[config.mk]
export PLATFORM = sky130hd
export DESIGN_NAME = ddc_ctrl
export DESIGN_NICKNAME = d
export VERILOG_FILES = /design/src/ddc_pkg.sv /design/src/ddc_ctrl.sv
export VERILOG_INCLUDE_DIRS = /design/src
export SDC_FILE = /design/constraint.sdc
export NUM_CORES = 1
export LEC_CHECK = 0
export BUFFER_PORTS_ARGS = -buffer_cell sky130_fd_sc_hd__clkbuf_2
export CAP_MARGIN = 40
export CORE_UTILIZATION = 34
export CTS_BUF_LIST = sky130_fd_sc_hd__clkbuf_8
export DETAILED_ROUTE_END_ITERATION = 10
export GPL_ROUTABILITY_DRIVEN = 0
export GPL_TIMING_DRIVEN = 0
export SYNTH_ARGS = -nofsm -noshare
export SYNTH_HDL_FRONTEND = slang
export SYNTH_SLANG_ARGS = --single-unit
[constraint.sdc]
create_clock -name clk -period 3.4 [get_ports clk]
set_clock_uncertainty 0.15 [all_clocks]
set_input_delay 0.17 -clock clk [delete_from_list [all_inputs] [get_ports clk]]
set_output_delay 0.17 -clock clk [all_outputs]
set_load 0.02 [all_outputs]
[src/ddc_map.svh]
`ifndef DDC_MAP_SVH
`define DDC_MAP_SVH
`define DDC_OFS_CTRL    8'h00
`define DDC_OFS_CFG     8'h04
`define DDC_OFS_MRS     8'h08
`define DDC_OFS_STATUS  8'h0C
`define DDC_OP_CALIB    3'h1
`define DDC_OP_ZQCL     3'h2
`define DDC_OP_ZQCS     3'h3
`define DDC_OP_MRS      3'h4
`define DDC_CFG_RL_LSB  0
`define DDC_CFG_BC4_BIT 4
`define DDC_CFG_OTF_BIT 5
`define DDC_CFG_NRD_LSB 8
`define DDC_MRS_BA_LSB  16
`define DDC_CFG_RST     32'h0000_0107
`define DDC_MR3_BA      3'h3
`define DDC_MPR_EN_BIT  2
`define DDC_A10_BIT     10
`define DDC_A12_BIT     12
`define DDC_T_RP        10'h006
`define DDC_T_MOD       10'h00C
`define DDC_T_MPRR      10'h001
`define DDC_T_ZQOPER    10'h100
`define DDC_T_ZQCS      10'h040
`define DDC_CAP_OFS     6'h03
`endif

[src/ddc_pkg.sv]
package ddc_pkg;
	typedef enum logic [3:0] {
		DDC_IDLE  = 4'h0,
		DDC_PRE   = 4'h1,
		DDC_WRP   = 4'h3,
		DDC_MRS   = 4'h2,
		DDC_WMOD  = 4'h6,
		DDC_RD    = 4'h7,
		DDC_WCAP  = 4'h5,
		DDC_WMPRR = 4'h4,
		DDC_ZQ    = 4'hC,
		DDC_WZQ   = 4'hD
	} ddc_state_t;
	typedef struct packed {
		ddc_state_t  st;
		logic [9:0]  cnt;
		logic        ck;
		logic        cke;
		logic        cs_n;
		logic        ras_n;
		logic        cas_n;
		logic        we_n;
		logic [2:0]  ba;
		logic [13:0] addr;
		logic [2:0]  op;
		logic [31:0] cfg;
		logic [16:0] mrs;
		logic        mpr_on;
		logic        ok;
		logic [7:0]  cap;
		logic [7:0]  pass;
		logic [3:0]  rd_left;
		logic        a2;
		logic [5:0]  cap_dly;
		logic [2:0]  beat;
		logic        capping;
		logic [31:0] rdata;
		logic        s1;
		logic        s2;
	} ddc_regs_t;
endpackage

[src/ddc_ctrl.sv]
// Implementation choices: the register addresses and the plain strobed port.
`timescale 1ns/1ps
`include "ddc_map.svh"
module ddc_ctrl #(
	parameter int DQ_W = 8
) (
	input  wire logic              clk,
	input  wire logic              rst_b,
	input  wire logic [7:0]        sw_addr,
	input  wire logic [31:0]       sw_wdata,
	input  wire logic              sw_wr,
	input  wire logic              sw_rd,
	output      logic [31:0]       sw_rdata,
	output      logic              ddr_ck,
	output      logic              ddr_cke,
	output      logic              ddr_cs_n,
	output      logic              ddr_ras_n,
	output      logic              ddr_cas_n,
	output      logic              ddr_we_n,
	output      logic [2:0]        ddr_ba,
	output      logic [13:0]       ddr_addr,
	output      logic              ddr_odt,
	input  wire logic [DQ_W-1:0]   ddr_dq_i,
	output      logic [DQ_W-1:0]   ddr_dq_o,
	output      logic              ddr_dq_oe
);
	if (DQ_W != 4 && DQ_W != 8 && DQ_W != 16) begin : g_dq_w_check
		$error("DQ_W must be 4, 8 or 16.");
	end

	ddc_pkg::ddc_regs_t r_reg;
	ddc_pkg::ddc_regs_t r_next;
	logic               tick;
	logic               bc4;
	logic [2:0]         last_beat;
	logic               busy;

	// Busy also covers a started operation that the sequencer has not yet picked up.
	assign busy      = r_reg.st != ddc_pkg::DDC_IDLE || r_reg.op != 3'h0;
	assign tick      = r_reg.ck;
	assign bc4       = r_reg.cfg[`DDC_CFG_BC4_BIT];
	assign last_beat = bc4 ? 3'h3 : 3'h7;

	always_comb begin
		r_next = r_reg;
		r_next.rdata = 32'h0;
		r_next.ck = ~r_reg.ck;
		r_next.s1 = ddr_dq_i[0];
		r_next.s2 = r_reg.s1;
		if (sw_rd) begin
			unique case (sw_addr)
				`DDC_OFS_CTRL: r_next.rdata = {29'h0, r_reg.op};
				`DDC_OFS_CFG: r_next.rdata = r_reg.cfg;
				`DDC_OFS_MRS: r_next.rdata = {15'h0, r_reg.mrs};
				`DDC_OFS_STATUS: r_next.rdata = {13'h0, r_reg.pass, r_reg.cap,
					r_reg.ok, r_reg.mpr_on, busy};
				default: r_next.rdata = 32'h0;
			endcase
		end
		if (sw_wr && !busy) begin
			unique case (sw_addr)
				`DDC_OFS_CTRL: r_next.op = sw_wdata[2:0];
				`DDC_OFS_CFG: r_next.cfg = sw_wdata;
				`DDC_OFS_MRS: r_next.mrs = sw_wdata[16:0];
				default: r_next.op = r_reg.op;
			endcase
		end
		// Capture of a returning burst, one beat per clock, via two sync flops.
		if (r_reg.cap_dly != 6'h0) begin
			r_next.cap_dly = r_reg.cap_dly - 6'h1;
			if (r_reg.cap_dly == 6'h1) begin
				r_next.capping = 1'b1;
				r_next.beat = 3'h0;
				r_next.ok = 1'b1;
			end
		end
		if (r_reg.capping) begin
			r_next.cap[r_reg.beat] = r_reg.s2;
			if (r_reg.s2 != r_reg.beat[0]) begin
				r_next.ok = 1'b0;
			end
			r_next.beat = r_reg.beat + 3'h1;
			if (r_reg.beat == last_beat) begin
				r_next.capping = 1'b0;
				if (r_reg.ok && r_reg.s2 == r_reg.beat[0]) begin
					r_next.pass = r_reg.pass + 8'h1;
				end
			end
		end
		if (tick) begin
			r_next.cs_n = 1'b1;
			r_next.ras_n = 1'b1;
			r_next.cas_n = 1'b1;
			r_next.we_n = 1'b1;
			r_next.ba = 3'h0;
			r_next.addr = 14'h0;
			unique case (r_reg.st)
				ddc_pkg::DDC_IDLE: begin
					if (r_reg.op != 3'h0) begin
						r_next.st = ddc_pkg::DDC_PRE;
						r_next.pass = 8'h0;
						r_next.rd_left = r_reg.cfg[`DDC_CFG_NRD_LSB +: 4];
						r_next.a2 = 1'b0;
					end
				end
				ddc_pkg::DDC_PRE: begin
					r_next.cs_n = 1'b0;
					r_next.ras_n = 1'b0;
					r_next.we_n = 1'b0;
					r_next.addr[`DDC_A10_BIT] = 1'b1;
					r_next.cnt = `DDC_T_RP - 10'h1;
					r_next.st = ddc_pkg::DDC_WRP;
				end
				ddc_pkg::DDC_WRP: begin
					if (r_reg.cnt != 10'h0) begin
						r_next.cnt = r_reg.cnt - 10'h1;
					end else if (r_reg.op == `DDC_OP_ZQCL || r_reg.op == `DDC_OP_ZQCS) begin
						r_next.st = ddc_pkg::DDC_ZQ;
					end else begin
						r_next.st = ddc_pkg::DDC_MRS;
					end
				end
				ddc_pkg::DDC_MRS: begin
					r_next.cs_n = 1'b0;
					r_next.ras_n = 1'b0;
					r_next.cas_n = 1'b0;
					r_next.we_n = 1'b0;
					if (r_reg.op == `DDC_OP_CALIB) begin
						r_next.ba = `DDC_MR3_BA;
						r_next.addr[`DDC_MPR_EN_BIT] = ~r_reg.mpr_on;
						r_next.mpr_on = ~r_reg.mpr_on;
					end else begin
						r_next.ba = r_reg.mrs[`DDC_MRS_BA_LSB +: 3];
						r_next.addr = r_reg.mrs[13:0];
					end
					r_next.cnt = `DDC_T_MOD - 10'h1;
					r_next.st = ddc_pkg::DDC_WMOD;
				end
				ddc_pkg::DDC_WMOD: begin
					if (r_reg.cnt != 10'h0) begin
						r_next.cnt = r_reg.cnt - 10'h1;
					end else if (r_reg.mpr_on) begin
						r_next.st = ddc_pkg::DDC_RD;
					end else begin
						r_next.st = ddc_pkg::DDC_IDLE;
						r_next.op = 3'h0;
					end
				end
				ddc_pkg::DDC_RD: begin
					r_next.cs_n = 1'b0;
					r_next.cas_n = 1'b0;
					r_next.addr[2] = bc4 & r_reg.a2;
					r_next.addr[`DDC_A12_BIT] = ~bc4;
					r_next.a2 = ~r_reg.a2;
					r_next.cap_dly = {1'b0, r_reg.cfg[`DDC_CFG_RL_LSB +: 4], 1'b0}
						+ `DDC_CAP_OFS;
					r_next.st = ddc_pkg::DDC_WCAP;
				end
				ddc_pkg::DDC_WCAP: begin
					if (r_reg.cap_dly == 6'h0 && !r_reg.capping) begin
						if (r_reg.rd_left > 4'h1) begin
							r_next.rd_left = r_reg.rd_left - 4'h1;
							r_next.st = ddc_pkg::DDC_RD;
						end else begin
							r_next.cnt = `DDC_T_MPRR - 10'h1;
							r_next.st = ddc_pkg::DDC_WMPRR;
						end
					end
				end
				ddc_pkg::DDC_WMPRR: begin
					if (r_reg.cnt != 10'h0) begin
						r_next.cnt = r_reg.cnt - 10'h1;
					end else begin
						r_next.st = ddc_pkg::DDC_MRS;
					end
				end
				ddc_pkg::DDC_ZQ: begin
					r_next.cs_n = 1'b0;
					r_next.we_n = 1'b0;
					r_next.addr[`DDC_A10_BIT] = (r_reg.op == `DDC_OP_ZQCL);
					r_next.cnt = (r_reg.op == `DDC_OP_ZQCL) ? `DDC_T_ZQOPER - 10'h1
						: `DDC_T_ZQCS - 10'h1;
					r_next.st = ddc_pkg::DDC_WZQ;
				end
				ddc_pkg::DDC_WZQ: begin
					if (r_reg.cnt != 10'h0) begin
						r_next.cnt = r_reg.cnt - 10'h1;
					end else begin
						r_next.st = ddc_pkg::DDC_IDLE;
						r_next.op = 3'h0;
					end
				end
				default: r_next.st = ddc_pkg::DDC_IDLE;
			endcase
		end
	end

	always_ff @(posedge clk or negedge rst_b) begin
		if (!rst_b) begin
			r_reg <= '0;
			r_reg.st <= ddc_pkg::DDC_IDLE;
			r_reg.cke <= 1'b1;
			r_reg.cs_n <= 1'b1;
			r_reg.ras_n <= 1'b1;
			r_reg.cas_n <= 1'b1;
			r_reg.we_n <= 1'b1;
			r_reg.cfg <= `DDC_CFG_RST;
		end else begin
			r_reg <= r_next;
		end
	end

	assign sw_rdata  = r_reg.rdata;
	assign ddr_ck    = r_reg.ck;
	assign ddr_cke   = r_reg.cke;
	assign ddr_cs_n  = r_reg.cs_n;
	assign ddr_ras_n = r_reg.ras_n;
	assign ddr_cas_n = r_reg.cas_n;
	assign ddr_we_n  = r_reg.we_n;
	assign ddr_ba    = r_reg.ba;
	assign ddr_addr  = r_reg.addr;
	assign ddr_odt   = 1'b0;
	assign ddr_dq_o  = '0;
	assign ddr_dq_oe = 1'b0;

	logic cmd_rd;
	logic cmd_wr;
	logic cmd_mrs;
	logic cmd_pre;
	logic cmd_zq;

	assign cmd_rd  = !ddr_cs_n && ddr_ras_n && !ddr_cas_n && ddr_we_n;
	assign cmd_wr  = !ddr_cs_n && ddr_ras_n && !ddr_cas_n && !ddr_we_n;
	assign cmd_mrs = !ddr_cs_n && !ddr_ras_n && !ddr_cas_n && !ddr_we_n;
	assign cmd_pre = !ddr_cs_n && !ddr_ras_n && ddr_cas_n && !ddr_we_n;
	assign cmd_zq  = !ddr_cs_n && ddr_ras_n && ddr_cas_n && !ddr_we_n;

	property p_rd_addr;
		@(posedge clk) disable iff (!rst_b) cmd_rd |-> ddr_addr[1:0] == 2'h0;
	endproperty
	a_rd_addr: assert property (p_rd_addr) else $error("Read with A1..A0 nonzero.");

	property p_bl8_a2;
		@(posedge clk) disable iff (!rst_b)
			cmd_rd && ddr_addr[`DDC_A12_BIT] |-> !ddr_addr[2];
	endproperty
	a_bl8_a2: assert property (p_bl8_a2) else $error("BL8 read with A2 set.");

	property p_no_write;
		@(posedge clk) disable iff (!rst_b) !cmd_wr && !ddr_dq_oe;
	endproperty
	a_no_write: assert property (p_no_write) else $error("Write issued.");

	property p_mrs_mr3;
		@(posedge clk) disable iff (!rst_b)
			cmd_mrs && r_reg.op == `DDC_OP_CALIB |->
			ddr_ba == `DDC_MR3_BA && ddr_addr[1:0] == 2'h0
			&& ddr_addr[`DDC_MPR_EN_BIT] == r_reg.mpr_on;
	endproperty
	a_mrs_mr3: assert property (p_mrs_mr3) else $error("Bad MR3 write.");

	property p_pre_gap;
		@(posedge clk) disable iff (!rst_b)
			$rose(cmd_pre) |=> (!cmd_mrs && !cmd_zq)[*8];
	endproperty
	a_pre_gap: assert property (p_pre_gap) else $error("Mode set too soon.");

	property p_mod_gap;
		@(posedge clk) disable iff (!rst_b)
			$rose(cmd_mrs) |=> (!cmd_rd && !cmd_pre && !cmd_zq)[*8];
	endproperty
	a_mod_gap: assert property (p_mod_gap) else $error("Command within mode delay.");

	property p_zq_quiet;
		@(posedge clk) disable iff (!rst_b)
			$rose(cmd_zq) |-> ##2 (ddr_cs_n && ddr_cke && !ddr_odt)[*8];
	endproperty
	a_zq_quiet: assert property (p_zq_quiet) else $error("Activity during ZQ.");

	property p_mpr_only_rd;
		@(posedge clk) disable iff (!rst_b)
			r_reg.mpr_on && !cmd_mrs |-> !cmd_pre && !cmd_zq && !cmd_wr;
	endproperty
	a_mpr_only_rd: assert property (p_mpr_only_rd) else $error("Non-read in MPR.");

	property p_rd_capture;
		@(posedge clk) disable iff (!rst_b)
			$rose(cmd_rd) && r_reg.cfg[3:0] == 4'h7 |-> ##17 r_reg.capping;
	endproperty
	a_rd_capture: assert property (p_rd_capture) else $error("Capture not at RL.");

	property p_rd_mpr;
		@(posedge clk) disable iff (!rst_b) cmd_rd |-> r_reg.mpr_on;
	endproperty
	a_rd_mpr: assert property (p_rd_mpr) else $error("Read outside MPR mode.");

	property p_mpr_exit;
		@(posedge clk) disable iff (!rst_b)
			$fell(r_reg.mpr_on) |-> cmd_mrs && ddr_ba == `DDC_MR3_BA
			&& !ddr_addr[`DDC_MPR_EN_BIT];
	endproperty
	a_mpr_exit: assert property (p_mpr_exit) else $error("MPR left without MR3 clear.");

	property p_cke_odt;
		@(posedge clk) disable iff (!rst_b) ddr_cke && !ddr_odt;
	endproperty
	a_cke_odt: assert property (p_cke_odt) else $error("CKE low or ODT on.");

	c_calib: cover property (@(posedge clk) disable iff (!rst_b)
		$fell(r_reg.mpr_on));
	c_zqcl: cover property (@(posedge clk) disable iff (!rst_b)
		cmd_zq && ddr_addr[`DDC_A10_BIT]);
	c_bc4_hi: cover property (@(posedge clk) disable iff (!rst_b)
		cmd_rd && ddr_addr[2]);
	c_zqcs: cover property (@(posedge clk) disable iff (!rst_b)
		cmd_zq && !ddr_addr[`DDC_A10_BIT]);
endmodule

# [Word level (Yosys, flattened, before mapping)]
# Index checks and enable logic that the tools add are counted.
[word_totals] output_inout_bits=65 regBits=155 in_bits=52
[op_classes] bitwise_logic=5 addsub=6 eq_ne=28 order_cmp=3 n_reduce_logical=33 mux=62
[op_table] op="$pmux W32 S4" n=1
[op_table] op="$mux W32" n=2
[op_table] op="$mux W52" n=1
[op_table] op="$pmux W10 S5" n=1
[op_table] op="$mux W4" n=11
[op_table] op="$pmux W4 S10" n=1
[op_table] op="$mux W17" n=2
[op_table] op="$mux W8" n=4
[op_table] op="$mux W10" n=3
[op_table] op="$mux W3" n=8
[op_table] op="$mux W19" n=1
[op_table] op="$eq A4 B3 Y1 const B" n=4
[op_table] op="$eq A8 B4 Y1 const B" n=2
[op_table] op="$ne A2 B2 Y1 const B" n=8
[op_table] op="$mux W14" n=1
[op_table] op="$mux W13" n=1
[op_table] op="$mux W1" n=11
[op_table] op="$mux W11" n=1
[op_table] op="$reduce_and A5 Y1" n=2
[op_table] op="$reduce_bool A10 Y1" n=1
[op_table] op="$sub A10 B1 Y10 const B" n=1
[op_table] op="$add A8 B1 Y8 const B" n=1
[op_table] op="$bwmux W8" n=1
[op_table] op="$eq A4 B2 Y1 const B" n=2
[op_table] op="44 further kinds" n=66

# [Longest topological paths before layout]
# Gate-level depths: netlist of the first run.
[logic_depth] word_depth=9 mapped_depth=7 ltp_nobuf=7

# [Least setup slack after synthesis of the first run]
# No wires, ideal clock.
[synth_path] path_type="flip-flop to flip-flop" from="reg r_reg[155] in the netlist's numbering" to="reg r_reg (netlist bit bc4)" arrival_ns=1.873 required_time_ns=3.125 period_less_slack_ns=2.147 stages_incl_launch_ff=7 setup_slack_ns=1.253 cell_sequence="dfrtp_1 buf_4 nor4_4 nand2_2 nor4b_4 buf_6 mux2_2"
[synth_between] elab_chain_cells=5
[synth_rtl] element="start: declaration" line="ddc_ctrl.sv:31" rtl="ddc_pkg::ddc_regs_t r_reg;"
[synth_rtl] element="start signal: assignment" line="ddc_ctrl.sv:209" rtl="r_reg <= r_next;"
[synth_rtl] element="$reduce_bool A4 Y1" line="ddc_ctrl.sv:39" rtl="assign busy = r_reg.st != ddc_pkg::DDC_IDLE || r_reg.op != 3'h0;"
[synth_rtl] element="$logic_or A1 B1 Y1" line="ddc_ctrl.sv:39"
[synth_rtl] element="$logic_not A1 Y1" line="ddc_ctrl.sv:60" rtl="if (sw_wr && !busy) begin"
[synth_rtl] element="$logic_and A1 B1 Y1" line="ddc_ctrl.sv:60"
[synth_rtl] element="$reduce_and A2 Y1 (no source line)"
# Every way passes these cells.
# A chain may end at the register's enable or synchronous reset.

# [Worst setup path in the final report of the first run]
[layout_path] from="reg r_reg[118] in the netlist's numbering" to="reg r_reg[94] in the netlist's numbering"
[layout_between] elab_chain_cells=5
[layout_rtl] element="$reduce_bool A3 Y1" line="ddc_ctrl.sv:39"
[layout_rtl] element="$logic_or A1 B1 Y1" line="ddc_ctrl.sv:39"
[layout_rtl] element="$logic_not A1 Y1" line="ddc_ctrl.sv:60"
[layout_rtl] element="$logic_and A1 B1 Y1" line="ddc_ctrl.sv:60"
[layout_rtl] element="$reduce_and A2 Y1 (no source line)"
# Every way passes these cells.

==> impl_metrics.prom, run 1 <==
# TYPE chip_impl_metric gauge
chip_impl_metric{name="worstPathMaxFanout",unit=""} 10
chip_impl_metric{name="report.final.slew_viol_count",unit=""} 0
chip_impl_metric{name="preCtsSetupSlack",unit="ps"} 716
chip_impl_metric{name="largest_reg_flops",unit=""} 99
chip_impl_metric{name="cts.sink_count",unit=""} 154
chip_impl_metric{name="mapped_cell_area",unit="mm^2"} 0.00785
chip_impl_metric{name="detailed_place_hpwl",unit="mm"} 13.2
chip_impl_metric{name="initial_utilization",unit="%"} 34.7
chip_impl_metric{name="fp.coreArea",unit="mm^2"} 0.0226
chip_impl_metric{name="route.final.wire_length",unit="mm"} 18.4
chip_impl_metric{name="antenna_cells_inserted",unit=""} 0
chip_impl_metric{name="power-per-cell-area",unit="mW/mm^2"} 633
chip_impl_metric{name="grt_antenna_before_repair",unit=""} 0
chip_impl_metric{name="drt_pass1_iterations",unit=""} 4
chip_impl_metric{name="post-route-util",unit="%"} 42.1
chip_impl_metric{name="hold_viol",unit=""} 0
chip_impl_info{name="unrepaired_setup_endpoints_after_global_routing",value="false"} 1
chip_impl_info{name="root_buffer",value="clkbuf_8"} 1
chip_impl_info{name="worst_hold_path_type",value="in -> reg"} 1
chip_impl_metric{name="yosys_register_bits",unit=""} 154
chip_impl_metric{name="port-buffer-count",unit=""} 97
chip_impl_metric{name="peak_ir_drop_on_the_vdd_network",unit="uV"} 286
chip_impl_info{name="worstPathCellList",value="nor3_1 -> nand2_2 -> nor4b_4 -> buf_6 -> mux2_2"} 1
chip_impl_metric{name="final_layout_size_suffix_gt1_share",unit="%"} 34.6
chip_impl_metric{name="maxSlewHeadroom",unit="%"} 44.4
chip_impl_metric{name="route.vias.total",unit=""} 5763
chip_impl_metric{name="cts_resized",unit=""} 0
chip_impl_metric{name="synthesis.yosys.warnings",unit=""} 0
chip_impl_metric{name="first_global_vias",unit=""} 5582
chip_impl_metric{name="final_period_minus_worst_setup_slack",unit="ps"} 2750
chip_impl_metric{name="boundaryPins",unit=""} 117
chip_impl_metric{name="timing.fmax",unit="MHz"} 364
chip_impl_metric{name="finalSetupTns",unit="ps"} 0
chip_impl_metric{name="cts-htree-levels",unit=""} 4
chip_impl_metric{name="synth_enable_flop_cells",unit=""} 0
chip_impl_metric{name="grt_start_max_net_pins",unit=""} 79
chip_impl_metric{name="design.die.area",unit="mm^2"} 0.0237
chip_impl_metric{name="final_nets",unit=""} 927
chip_impl_metric{name="filler_cell_count",unit=""} 2182
chip_impl_metric{name="slowest_delay",unit="ps"} 660
chip_impl_metric{name="layoutNonFillerInstCount",unit=""} 1163
chip_impl_metric{name="worstMarginPinSlew",unit="ps"} 835
chip_impl_info{name="critPathLaunchType",value="flip-flop"} 1
chip_impl_metric{name="floorplan.die.height",unit="um"} 154
chip_impl_metric{name="fp.dieW",unit="um"} 154
chip_impl_metric{name="placed_cells_incl_taps",unit=""} 1096
chip_impl_metric{name="grt_pass1_wl",unit="mm"} 30.0
chip_impl_metric{name="rows",unit=""} 55
chip_impl_metric{name="clockBufferDepth",unit=""} 2
chip_impl_metric{name="postLayoutSetupSlackWorst",unit="ps"} 652
chip_impl_info{name="synthFlopType",value="dfrtp_1"} 1
chip_impl_metric{name="remaining_routing_drc_violations",unit=""} 0
chip_impl_metric{name="tritoncts.num_buffers",unit=""} 17
chip_impl_metric{name="area_growth",unit="%"} 21.5
chip_impl_metric{name="setup_viol",unit=""} 0
chip_impl_metric{name="avgViaCountPerCell",unit=""} 4.96
chip_impl_metric{name="routedWlPerCell",unit="um"} 15.8
chip_impl_info{name="worst_path_max_delay_cell",value="nor3_1"} 1
chip_impl_metric{name="number_of_nets_still_failing_antenna_checks_after_routing",unit=""} 0
chip_impl_metric{name="worst_ep_required_time",unit="ps"} 3590
chip_impl_metric{name="timing.max_cap.violations",unit=""} 0
chip_impl_metric{name="proportion_of_synthesized_chip_area_in_sequential_cells",unit="%"} 49.2
chip_impl_metric{name="insertion_delay",unit="ps"} 460
chip_impl_metric{name="grt_use_total",unit="%"} 16.2
chip_impl_metric{name="cp.arrival",unit="ps"} 2940
chip_impl_metric{name="final.hold.worst_slack",unit="ps"} 68.7
chip_impl_info{name="critPathCaptureType",value="flip-flop"} 1
chip_impl_metric{name="leakage_power_total",unit="nW"} 4.64
chip_impl_metric{name="ys_async_rst_share",unit="%"} 100
chip_impl_metric{name="synthCells",unit=""} 703
chip_impl_metric{name="grt_overflow",unit=""} 0
chip_impl_metric{name="clkSlewWorstSetupHoldPaths",unit="ps"} 90
chip_impl_info{name="run_status",value="completed"} 1
chip_impl_metric{name="timing.final.crit_share",unit="%"} 80.8
chip_impl_metric{name="synth_area_per_cell",unit="um^2"} 11.2
chip_impl_metric{name="initialDrtViolationCount",unit=""} 318
chip_impl_metric{name="distinct_cell_type_count_after_synthesis",unit=""} 77
chip_impl_info{name="worst-setup-path-type",value="reg -> reg"} 1
chip_impl_info{name="tritoncts",value="yes"} 1
layout by cell type (no fill, tap or decap), drive strengths merged, types with 21 or more instances in the layout:
cell type and instances:
dfrtp 146, clkbuf 138, buf 75, mux2 74, nor2 51, dlygate4sd3 35, nand2 33, inv 30
o21ai 22, a21oi 21
kinds of logic after synthesis:
| logic type | synth area share (%) |
|---|---|
| xor+xnor | 2.12 |
| simple gates | 13.3 |
| fa+ha+maj | 1.85 |
| mux | 12.1 |
| compound gates | 12.0 |
| other cells | 0.0957 |
| flops | 49.2 |
| buf+inv | 9.28 |
metal layers:
| layer | GRT usage, % | part of all wire, % | vias up |
|---|---|---|---|
| li1 | - | - | 2765 |
| met1 | 23.3 | 50 | 2862 |
| met2 | 24.7 | 46 | 115 |
| met3 | 2.82 | 3.4 | 21 |
| met4 | 5.05 | 1.4 | 0 |
| met5 | 0 | 0 | - |
worst max-delay path, delay by kind of cell (launching register included):
family,cells,cell delay [ps]
buffers and inverters,1,250
and+or+nand+nor,3,1430
muxes,1,350
DFF,1,450
cells in the mapped netlist, types with 5 or more instances:
| master | n | share of area, % |
|---|---|---|
| mux2_2 | 72 | 10 |
| nor2_1 | 51 | 2.4 |
| nor3b_1 | 5 | 0.48 |
| xor2_1 | 9 | 1.0 |
| dfrtp_1 | 146 | 47 |
| a21o_1 | 6 | 0.57 |
| buf_4 | 62 | 5.9 |
| nor4_1 | 5 | 0.40 |
| o22ai_1 | 7 | 0.56 |
| nand2_1 | 32 | 1.5 |
| xnor2_1 | 10 | 1.1 |
| a22o_1 | 14 | 1.6 |
| o21ai_0 | 20 | 1.3 |
| and3_1 | 5 | 0.40 |
| clkbuf_1 | 23 | 1.1 |
| nand3_1 | 17 | 1.1 |
| inv_1 | 22 | 1.1 |
| and2_1 | 16 | 1.3 |
| dfstp_2 | 8 | 2.7 |
| nand2b_1 | 8 | 0.64 |
| ha_1 | 10 | 1.6 |
| a31oi_1 | 7 | 0.56 |
| nor3_1 | 10 | 0.64 |
| a221o_1 | 5 | 0.64 |
| mux2i_1 | 5 | 0.64 |
| a21oi_1 | 20 | 1.3 |
| or3_1 | 5 | 0.40 |
| o31ai_1 | 6 | 0.57 |
| buf_6 | 6 | 0.86 |
| a22oi_1 | 15 | 1.4 |
area by class of cell:
class / count / area, um^2 / area share, %
multi-input cells: 440 / 3300 / 34.6
plain buffers: 97 / 646 / 6.77
repair buffers: 133 / 872 / 9.14
well taps: 285 / 357 / 3.74
inverters: 22 / 82.6 / 0.866
clock inverters: 14 / 174 / 1.82
clock buffers: 18 / 248 / 2.60
flip-flops and latches: 154 / 3860 / 40.5
path summary, 6_finish.rpt:
path,startpoint,end,slack (ps),cells past startpoint
worst max register to register,r_reg[118]$_DFF_PN0_,r_reg[94]$_DFFE_PN0P_,650,5
worst max-delay path,r_reg[118]$_DFF_PN0_,r_reg[94]$_DFFE_PN0P_,650,5
worst min-delay path,sw_addr[3],r_reg[84]$_DFFE_PN1P_,70,3
min in group asynchronous,rst_b,sw_rdata[21]$_DFF_PN0_,120,2
worst min register to register,r_next[0]$_DFF_PN0_,r_reg[0]$_DFF_PN0_,200,0
max in group asynchronous,rst_b,r_reg[92]$_DFFE_PN1P_,2120,3
what timing repair did:
action,4_1_cts,5_1_grt
endpoints found under the hold margin,137,0
hold buffers,35,0
buffers inserted,0,0
through the flow:
step                power [mW]  cell area (um^2)
floorplan                 4.00              7890
global placement          4.51              8730
detailed placement        4.54              8770
CTS                       6.07              9540
global route              6.44              9540
finish                    6.04              9540
power by group:
group | switching (mW) | leakage [nW] | total (mW) | internal [mW]
Combinational | 1.29 | 2.36 | 2.26 | 0.964
Sequential | 0.204 | 2.06 | 2.30 | 2.10
Clock | 0.779 | 0.213 | 1.48 | 0.704
(Power assumes the default switching activity.)
==> run 2, diff against run 1 <==
==> constraint.sdc (replaced) <==
create_clock -name clk -period 2.3 [get_ports clk]
set_clock_uncertainty 0.15 [all_clocks]
set_input_delay 0.115 -clock clk [delete_from_list [all_inputs] [get_ports clk]]
set_output_delay 0.115 -clock clk [all_outputs]
set_load 0.02 [all_outputs]
==> run 2 against run 1 <==
Compared with the run above: power is 53% higher; setup slack worse by 550 ps; clock power up 48%; worst hold slack worse by 38 ps; non-clock buffer count grew 13; fmax up 25%; final cell count increased by 1.1%; largest power group is now combinational logic; highest routed layer unchanged.
==> impl_metrics.prom, run 2 (same netlist as run 1, synthesis figures left out) <==
# TYPE chip_impl_metric gauge
chip_impl_metric{name="clkSlewWorstSetupHoldPaths",unit="ps"} 90
chip_impl_metric{name="rows",unit=""} 55
chip_impl_info{name="critPathCapture",value="r_reg[45]$_DFFE_PN0P_"} 1
chip_impl_metric{name="avgViaCountPerCell",unit=""} 4.95
chip_impl_metric{name="report.final.slew_viol_count",unit=""} 0
chip_impl_info{name="worst_hold_path_type",value="in -> reg"} 1
chip_impl_metric{name="detailed_place_hpwl",unit="mm"} 13.2
chip_impl_metric{name="initialDrtViolationCount",unit=""} 332
chip_impl_info{name="tritoncts",value="yes"} 1
chip_impl_metric{name="boundaryPins",unit=""} 117
chip_impl_metric{name="antenna_cells_inserted",unit=""} 0
chip_impl_metric{name="setup_viol",unit=""} 0
chip_impl_metric{name="tritoncts.num_buffers",unit=""} 17
chip_impl_metric{name="insertion_delay",unit="ps"} 450
chip_impl_info{name="critPathCaptureType",value="flip-flop"} 1
chip_impl_metric{name="grt_overflow",unit=""} 0
chip_impl_metric{name="seq_cell_area",unit="mm^2"} 0.00386
chip_impl_info{name="critPathLaunchType",value="flip-flop"} 1
chip_impl_metric{name="grt_start_max_net_pins",unit=""} 79
chip_impl_metric{name="cp.arrival",unit="ps"} 2380
chip_impl_metric{name="preCtsSetupSlack",unit="ps"} -384
chip_impl_metric{name="drt_pass1_iterations",unit=""} 5
chip_impl_metric{name="grt_use_total",unit="%"} 16.3
chip_impl_info{name="root_buffer",value="clkbuf_8"} 1
chip_impl_metric{name="timing.max_cap.violations",unit=""} 0
chip_impl_metric{name="hold_viol",unit=""} 0
chip_impl_metric{name="timing.fmax",unit="MHz"} 454
chip_impl_metric{name="route.final.wire_length",unit="mm"} 18.5
chip_impl_metric{name="largest_reg_flops",unit=""} 99
chip_impl_metric{name="first_global_vias",unit=""} 5638
chip_impl_metric{name="final_period_minus_worst_setup_slack",unit="ps"} 2200
chip_impl_info{name="worst-setup-path-type",value="reg -> reg"} 1
chip_impl_info{name="layout.cells.most_common",value="dfrtp_1"} 1
chip_impl_metric{name="timing.final.crit_share",unit="%"} 95.7
chip_impl_metric{name="port-buffer-count",unit=""} 97
chip_impl_metric{name="area_growth",unit="%"} 24.8
chip_impl_metric{name="filler_cell_count",unit=""} 2159
chip_impl_metric{name="worst_ep_required_time",unit="ps"} 2480
chip_impl_metric{name="setup_slack_reg_to_reg",unit="ps"} 100
chip_impl_metric{name="worstMarginPinSlew",unit="ps"} 679
chip_impl_metric{name="footprint_of_the_multi_input_gates",unit="mm^2"} 0.00340
chip_impl_info{name="origin_of_the_critical_flop_to_flop_path",value="r_reg[40]$_DFF_PN0_"} 1
chip_impl_metric{name="grt_antenna_before_repair",unit=""} 0
chip_impl_metric{name="clockBufferDepth",unit=""} 2
chip_impl_info{name="r2r_end",value="r_reg[45]$_DFFE_PN0P_"} 1
chip_impl_metric{name="cts-htree-levels",unit=""} 4
chip_impl_metric{name="number_of_nets_still_failing_antenna_checks_after_routing",unit=""} 0
chip_impl_metric{name="worstPathMaxFanout",unit=""} 9
chip_impl_info{name="min-delay-start",value="sw_addr[3]"} 1
chip_impl_metric{name="design.die.area",unit="mm^2"} 0.0237
chip_impl_metric{name="maxSlewHeadroom",unit="%"} 54.7
chip_impl_info{name="unrepaired_setup_endpoints_after_global_routing",value="true"} 1
chip_impl_info{name="run_status",value="completed"} 1
chip_impl_metric{name="final_nets",unit=""} 940
chip_impl_metric{name="route.vias.total",unit=""} 5824
chip_impl_metric{name="initial_utilization",unit="%"} 34.7
chip_impl_metric{name="power-per-cell-area",unit="mW/mm^2"} 946
chip_impl_metric{name="fp.dieW",unit="um"} 154
chip_impl_metric{name="cts.sink_count",unit=""} 154
chip_impl_metric{name="fp.coreArea",unit="mm^2"} 0.0226
chip_impl_metric{name="routedWlPerCell",unit="um"} 15.8
chip_impl_info{name="critical_path.startpoint",value="r_reg[40]$_DFF_PN0_"} 1
chip_impl_metric{name="floorplan.die.height",unit="um"} 154
chip_impl_metric{name="remaining_routing_drc_violations",unit=""} 0
chip_impl_metric{name="final_layout_size_suffix_gt1_share",unit="%"} 36.7
chip_impl_metric{name="postLayoutSetupSlackWorst",unit="ps"} 98.5
chip_impl_metric{name="power",unit="mW"} 9.27
chip_impl_metric{name="grt_pass1_wl",unit="mm"} 30.2
chip_impl_metric{name="peak_ir_drop_on_the_vdd_network",unit="uV"} 405
chip_impl_metric{name="rr_worst_depth",unit=""} 4
chip_impl_info{name="mostFrequentLayoutCells",value="146 x dfrtp_1, 98 x clkbuf_2, 75 x buf_4"} 1
chip_impl_metric{name="leakage_power_total",unit="nW"} 4.75
-- run 2: changes by cell type in the layout (fill, tap and decap cells not counted), moves of 2 or more --
| cell | previous run | this run |
|---|---|---|
| buf_1 | 3 | 1 |
| nor3_4 | 0 | 2 |
| buf_6 | 6 | 4 |
| buf_12 | 0 | 3 |
| nor4_4 | 1 | 3 |
| clkbuf_2 | 96 | 98 |
| buf_4 | 62 | 75 |
| clkbuf_1 | 23 | 20 |
-- run 2: worst min path at each step --
stage,end,slack [ps],cells after the start
3_5_place_dp,sw_rdata[21]$_DFF_PN0_,40,1
6_report,sw_rdata[16]$_DFF_PN0_,30,4
2_1_floorplan,bc4$_DFFE_PN0P_,-330,0
3_3_place_gp,r_next[0]$_DFF_PN0_,80,1
5_1_grt,sw_rdata[1]$_DFF_PN0_,70,4
4_1_cts,sw_rdata[16]$_DFF_PN0_,2,4
-- run 2: power by group --
part           internal [mW]  switching (mW)  leakage, nW  total (mW)
Clock                   1.04            1.15        0.213        2.19
Sequential              3.10           0.339         2.06        3.44
Combinational           1.65            1.99         2.47        3.64
-- run 2: cell type report --
| cell class | count | area share (%) |
|---|---|---|
| sequential | 154 | 39.4 |
| multi-input combinational | 440 | 34.7 |
| timing repair buffer | 148 | 10.2 |
| buffer | 95 | 6.86 |
| tap | 285 | 3.64 |
| clock buffer | 18 | 2.53 |
| clock inverter | 14 | 1.78 |
| inverter | 22 | 0.843 |
-- run 2: metal layers --
layer	part of all wire, %	global-route usage [%]	vias to the layer above
li1	-	-	2790
met1	49	23.4	2905
met2	46	25.0	113
met3	3.7	2.82	16
met4	1.2	5.05	0
met5	0	0	-
-- run 2: repair_timing --
action,CTS,global route
buffers inserted,3,11
hold endpoints to repair,138,7
pin swaps,2,5
gates resized for setup,7,21
hold buffers,35,1
setup endpoints to repair,62,67
-- run 2: through the flow --
stage	setup TNS, ps	std cells	utilization, %	hold WS [ps]	cell area [um^2]
6_report	0	1176	43.3	30.6	9800
3_3_place_gp	-281330	1095	38.6	76.8	8730
3_5_place_dp	-15790	1096	38.7	38.5	8770
2_1_floorplan	0	713	-	-331	7890
4_1_cts	0	1166	42.4	2.14	9600
5_1_grt	-15.4	1176	43.3	72.8	9800
-- run 2: critical path, cell delays in order, from the launching register on --
cell and delay [ps]:
dfrtp_1 460, or4_4 580, a2111oi_2 380, o21ai_2 180, a211o_1 330
==> run 3, diff against run 2 <==
--- a/config.mk
+++ b/config.mk
@@ -8,11 +8,15 @@
 export LEC_CHECK = 0
 export BUFFER_PORTS_ARGS = -buffer_cell sky130_fd_sc_hd__clkbuf_2
 export CAP_MARGIN = 40
+export CELL_PAD_IN_SITES_DETAIL_PLACEMENT = 1
+export CELL_PAD_IN_SITES_GLOBAL_PLACEMENT = 1
+export CORE_ASPECT_RATIO = 0.75
 export CORE_UTILIZATION = 34
 export CTS_BUF_LIST = sky130_fd_sc_hd__clkbuf_8
 export DETAILED_ROUTE_END_ITERATION = 10
 export GPL_ROUTABILITY_DRIVEN = 0
 export GPL_TIMING_DRIVEN = 0
+export PLACE_DENSITY_LB_ADDON = 0.1
 export SYNTH_ARGS = -nofsm -noshare
 export SYNTH_HDL_FRONTEND = slang
 export SYNTH_SLANG_ARGS = --single-unit
==> run 3 against run 2 <==
Compared with the run above: the flow now finishes with violations (setup timing); count of clock-buffer cells in the layout stayed put; highest routed layer unchanged; largest power group unchanged; via count increased by 2.4%; routed wire length is 24% higher; worst hold slack improved by 17 ps.
==> impl_metrics.prom, run 3 (same netlist as run 1, synthesis figures left out) <==
# TYPE chip_impl_metric gauge
chip_impl_metric{name="design.die.area",unit="mm^2"} 0.0237
chip_impl_metric{name="hold_viol",unit=""} 0
chip_impl_metric{name="detailed_place_hpwl",unit="mm"} 15.7
chip_impl_metric{name="first_global_vias",unit=""} 6323
chip_impl_metric{name="area_growth",unit="%"} 27.7
chip_impl_info{name="r2r_end",value="r_reg[153]$_DFFE_PN0P_"} 1
chip_impl_info{name="critPathLaunchType",value="flip-flop"} 1
chip_impl_info{name="worst_hold_path_type",value="in -> async"} 1
chip_impl_metric{name="worstMarginPinSlew",unit="ps"} 852
chip_impl_info{name="unrepaired_setup_endpoints_after_global_routing",value="true"} 1
chip_impl_info{name="crit_path_frequent_cell",value="buf_6"} 1
chip_impl_metric{name="timing.fmax",unit="MHz"} 423
chip_impl_metric{name="detailroute.wirelength.met3",unit="um"} 576
chip_impl_info{name="tritoncts",value="yes"} 1
chip_impl_metric{name="cp.arrival",unit="ps"} 2570
chip_impl_metric{name="route.final.wire_length",unit="mm"} 22.9
chip_impl_metric{name="initialDrtViolationCount",unit=""} 259
chip_impl_metric{name="timing.final.crit_share",unit="%"} 103
chip_impl_metric{name="routedWlPerCell",unit="um"} 19.2
chip_impl_metric{name="slowest_delay",unit="ps"} 430
chip_impl_metric{name="setup_viol",unit=""} 4
chip_impl_metric{name="worstPathMaxFanout",unit=""} 7
chip_impl_metric{name="timing.max_cap.violations",unit=""} 0
chip_impl_metric{name="floorplan.die.height",unit="um"} 134
chip_impl_info{name="critPathCaptureType",value="flip-flop"} 1
chip_impl_metric{name="preCtsSetupSlack",unit="ps"} -500
chip_impl_info{name="worstPathCellList",value="inv_2 -> buf_6 -> ha_4 -> nor4b_4 -> nand3_2 -> a311oi_4 -> buf_6 -> mux2_4"} 1
chip_impl_info{name="highest-signal-layer",value="met4"} 1
chip_impl_metric{name="leakage_power_total",unit="nW"} 4.81
chip_impl_metric{name="cts.sink_count",unit=""} 154
chip_impl_metric{name="initial_utilization",unit="%"} 35.1
chip_impl_metric{name="route.vias.total",unit=""} 5966
chip_impl_metric{name="grt_start_max_net_pins",unit=""} 89
chip_impl_metric{name="final_nets",unit=""} 947
chip_impl_metric{name="grt_use_total",unit="%"} 19.7
chip_impl_metric{name="post-route-util",unit="%"} 44.9
chip_impl_metric{name="avgViaCountPerCell",unit=""} 5.01
chip_impl_info{name="run_status",value="finished, violations left"} 1
chip_impl_metric{name="clockBufferDepth",unit=""} 2
chip_impl_metric{name="grt_pass1_wl",unit="mm"} 35.6
chip_impl_metric{name="power-per-cell-area",unit="mW/mm^2"} 966
chip_impl_metric{name="worst_ep_required_time",unit="ps"} 2510
chip_impl_metric{name="grt_overflow",unit=""} 0
chip_impl_metric{name="port-buffer-count",unit=""} 97
chip_impl_metric{name="clkSlewWorstSetupHoldPaths",unit="ps"} 100
chip_impl_metric{name="postLayoutSetupSlackWorst",unit="ps"} -62.6
chip_impl_info{name="origin_of_the_critical_flop_to_flop_path",value="r_reg[142]$_DFFE_PN0P_"} 1
chip_impl_metric{name="fp.dieW",unit="um"} 177
chip_impl_metric{name="insertion_delay",unit="ps"} 470
chip_impl_info{name="root_buffer",value="clkbuf_8"} 1
chip_impl_info{name="worst_path_max_delay_cell",value="dfrtp_1"} 1
chip_impl_metric{name="report.final.slew_viol_count",unit=""} 0
chip_impl_metric{name="largest_reg_flops",unit=""} 99
chip_impl_metric{name="cts-htree-levels",unit=""} 4
chip_impl_metric{name="antenna_cells_inserted",unit=""} 0
chip_impl_metric{name="final_layout_size_suffix_gt1_share",unit="%"} 39.1
chip_impl_metric{name="setup_slack_reg_to_reg",unit="ps"} -60
chip_impl_info{name="worst-setup-path-type",value="reg -> reg"} 1
chip_impl_info{name="layout.cells.most_common",value="dfrtp_1"} 1
chip_impl_metric{name="final_period_minus_worst_setup_slack",unit="ps"} 2360
chip_impl_metric{name="peak_ir_drop_on_the_vdd_network",unit="uV"} 339
chip_impl_info{name="mostFrequentLayoutCells",value="144 x dfrtp_1, 101 x clkbuf_2, 77 x buf_4"} 1
chip_impl_metric{name="rr_worst_depth",unit=""} 8
chip_impl_metric{name="remaining_routing_drc_violations",unit=""} 0
chip_impl_metric{name="boundaryPins",unit=""} 117
chip_impl_metric{name="maxSlewHeadroom",unit="%"} 42.6
chip_impl_metric{name="number_of_nets_still_failing_antenna_checks_after_routing",unit=""} 0
chip_impl_metric{name="grt_antenna_before_repair",unit=""} 0
chip_impl_metric{name="rows",unit=""} 47
chip_impl_metric{name="wl_met1",unit="mm"} 11.5
chip_impl_metric{name="tritoncts.num_buffers",unit=""} 17
chip_impl_info{name="failed_checks",value="setup timing"} 1
chip_impl_metric{name="fp.coreArea",unit="mm^2"} 0.0223
chip_impl_metric{name="wl_met2",unit="mm"} 10.6
chip_impl_metric{name="drt_pass1_iterations",unit=""} 5
run 3: changes by cell type in the layout (fill, tap and decap cells not counted), sizes merged:
cell,change
buf,+5
clkinv,-3
clkinvlp,+2
a21oi,+1
clkbuf,+1
run 3: per-layer routing:
metal  up-vias  global-route usage [%]
met5         -                       0
met4         0                    5.18
met3        19                    3.28
met2       102                    30.6
met1      3051                    28.5
li1       2794                       -
run 3: worst max-delay path, delay by kind of cell, from the launching register on:
kind | cells | cell delay (ps)
fa+ha+maj | 1 | 110
simple gates | 2 | 530
compound gates | 1 | 340
mux | 1 | 300
flops | 1 | 430
buf+inv | 3 | 370
run 3: area by class of cell:
class	count	area (um^2)
Inverter	22	82.6
Fill cell	2487	12300
Timing Repair Buffer	155	1070
Buffer	94	678
Tap cell	294	368
Clock buffer	18	248
Clock inverter	13	155
Multi-Input combinational cell	441	3560
Sequential cell	154	3870
run 3: worst max path at each step:
stage,slack (ps),from,end,depth (start not counted)
finish,-60,r_reg[142]$_DFFE_PN0P_,r_reg[153]$_DFFE_PN0P_,8
detailed placement,-500,r_reg[118]$_DFF_PN0_,r_reg[78]$_DFFE_PN0P_,6
CTS,0.7,r_reg[146]$_DFFE_PN0P_,r_reg[153]$_DFFE_PN0P_,5
global route,-100,r_reg[142]$_DFFE_PN0P_,r_reg[148]$_DFFE_PN0P_,8
floorplan,150,r_reg[155]$_DFFE_PN0P_,bc4$_DFFE_PN0P_,6
global placement,-1820,rst_b,sw_rdata[28]$_DFF_PN0_,1
run 3: timing repair:
action | CTS | global route
setup endpoints to repair | 77 | 58
endpoints found under the hold margin | 128 | 0
pin swaps | 3 | 14
setup buffers | 3 | 17
hold buffers | 36 | 0
gates cloned | 0 | 2
resized for setup | 15 | 62
run 3: stage by stage:
stage	TNS (ps)	instance area, um^2	power [mW]	instances	hold WS [ps]
2_1_floorplan	0	7890	5.91	713	-331
3_3_place_gp	-292850	8740	6.74	1104	77.3
3_5_place_dp	-24750	8780	6.86	1105	5.90
4_1_cts	0	9630	9.25	1172	20.0
5_1_grt	-1520	10000	10.3	1191	39.2
6_report	-162	10000	9.69	1191	47.5
run 3: report_power, final:
group,total [mW],switching [mW],internal [mW]
registers,3.46,0.360,3.10
clock network,2.18,1.16,1.02
logic,4.05,2.25,1.80
total,9.69,3.77,5.92
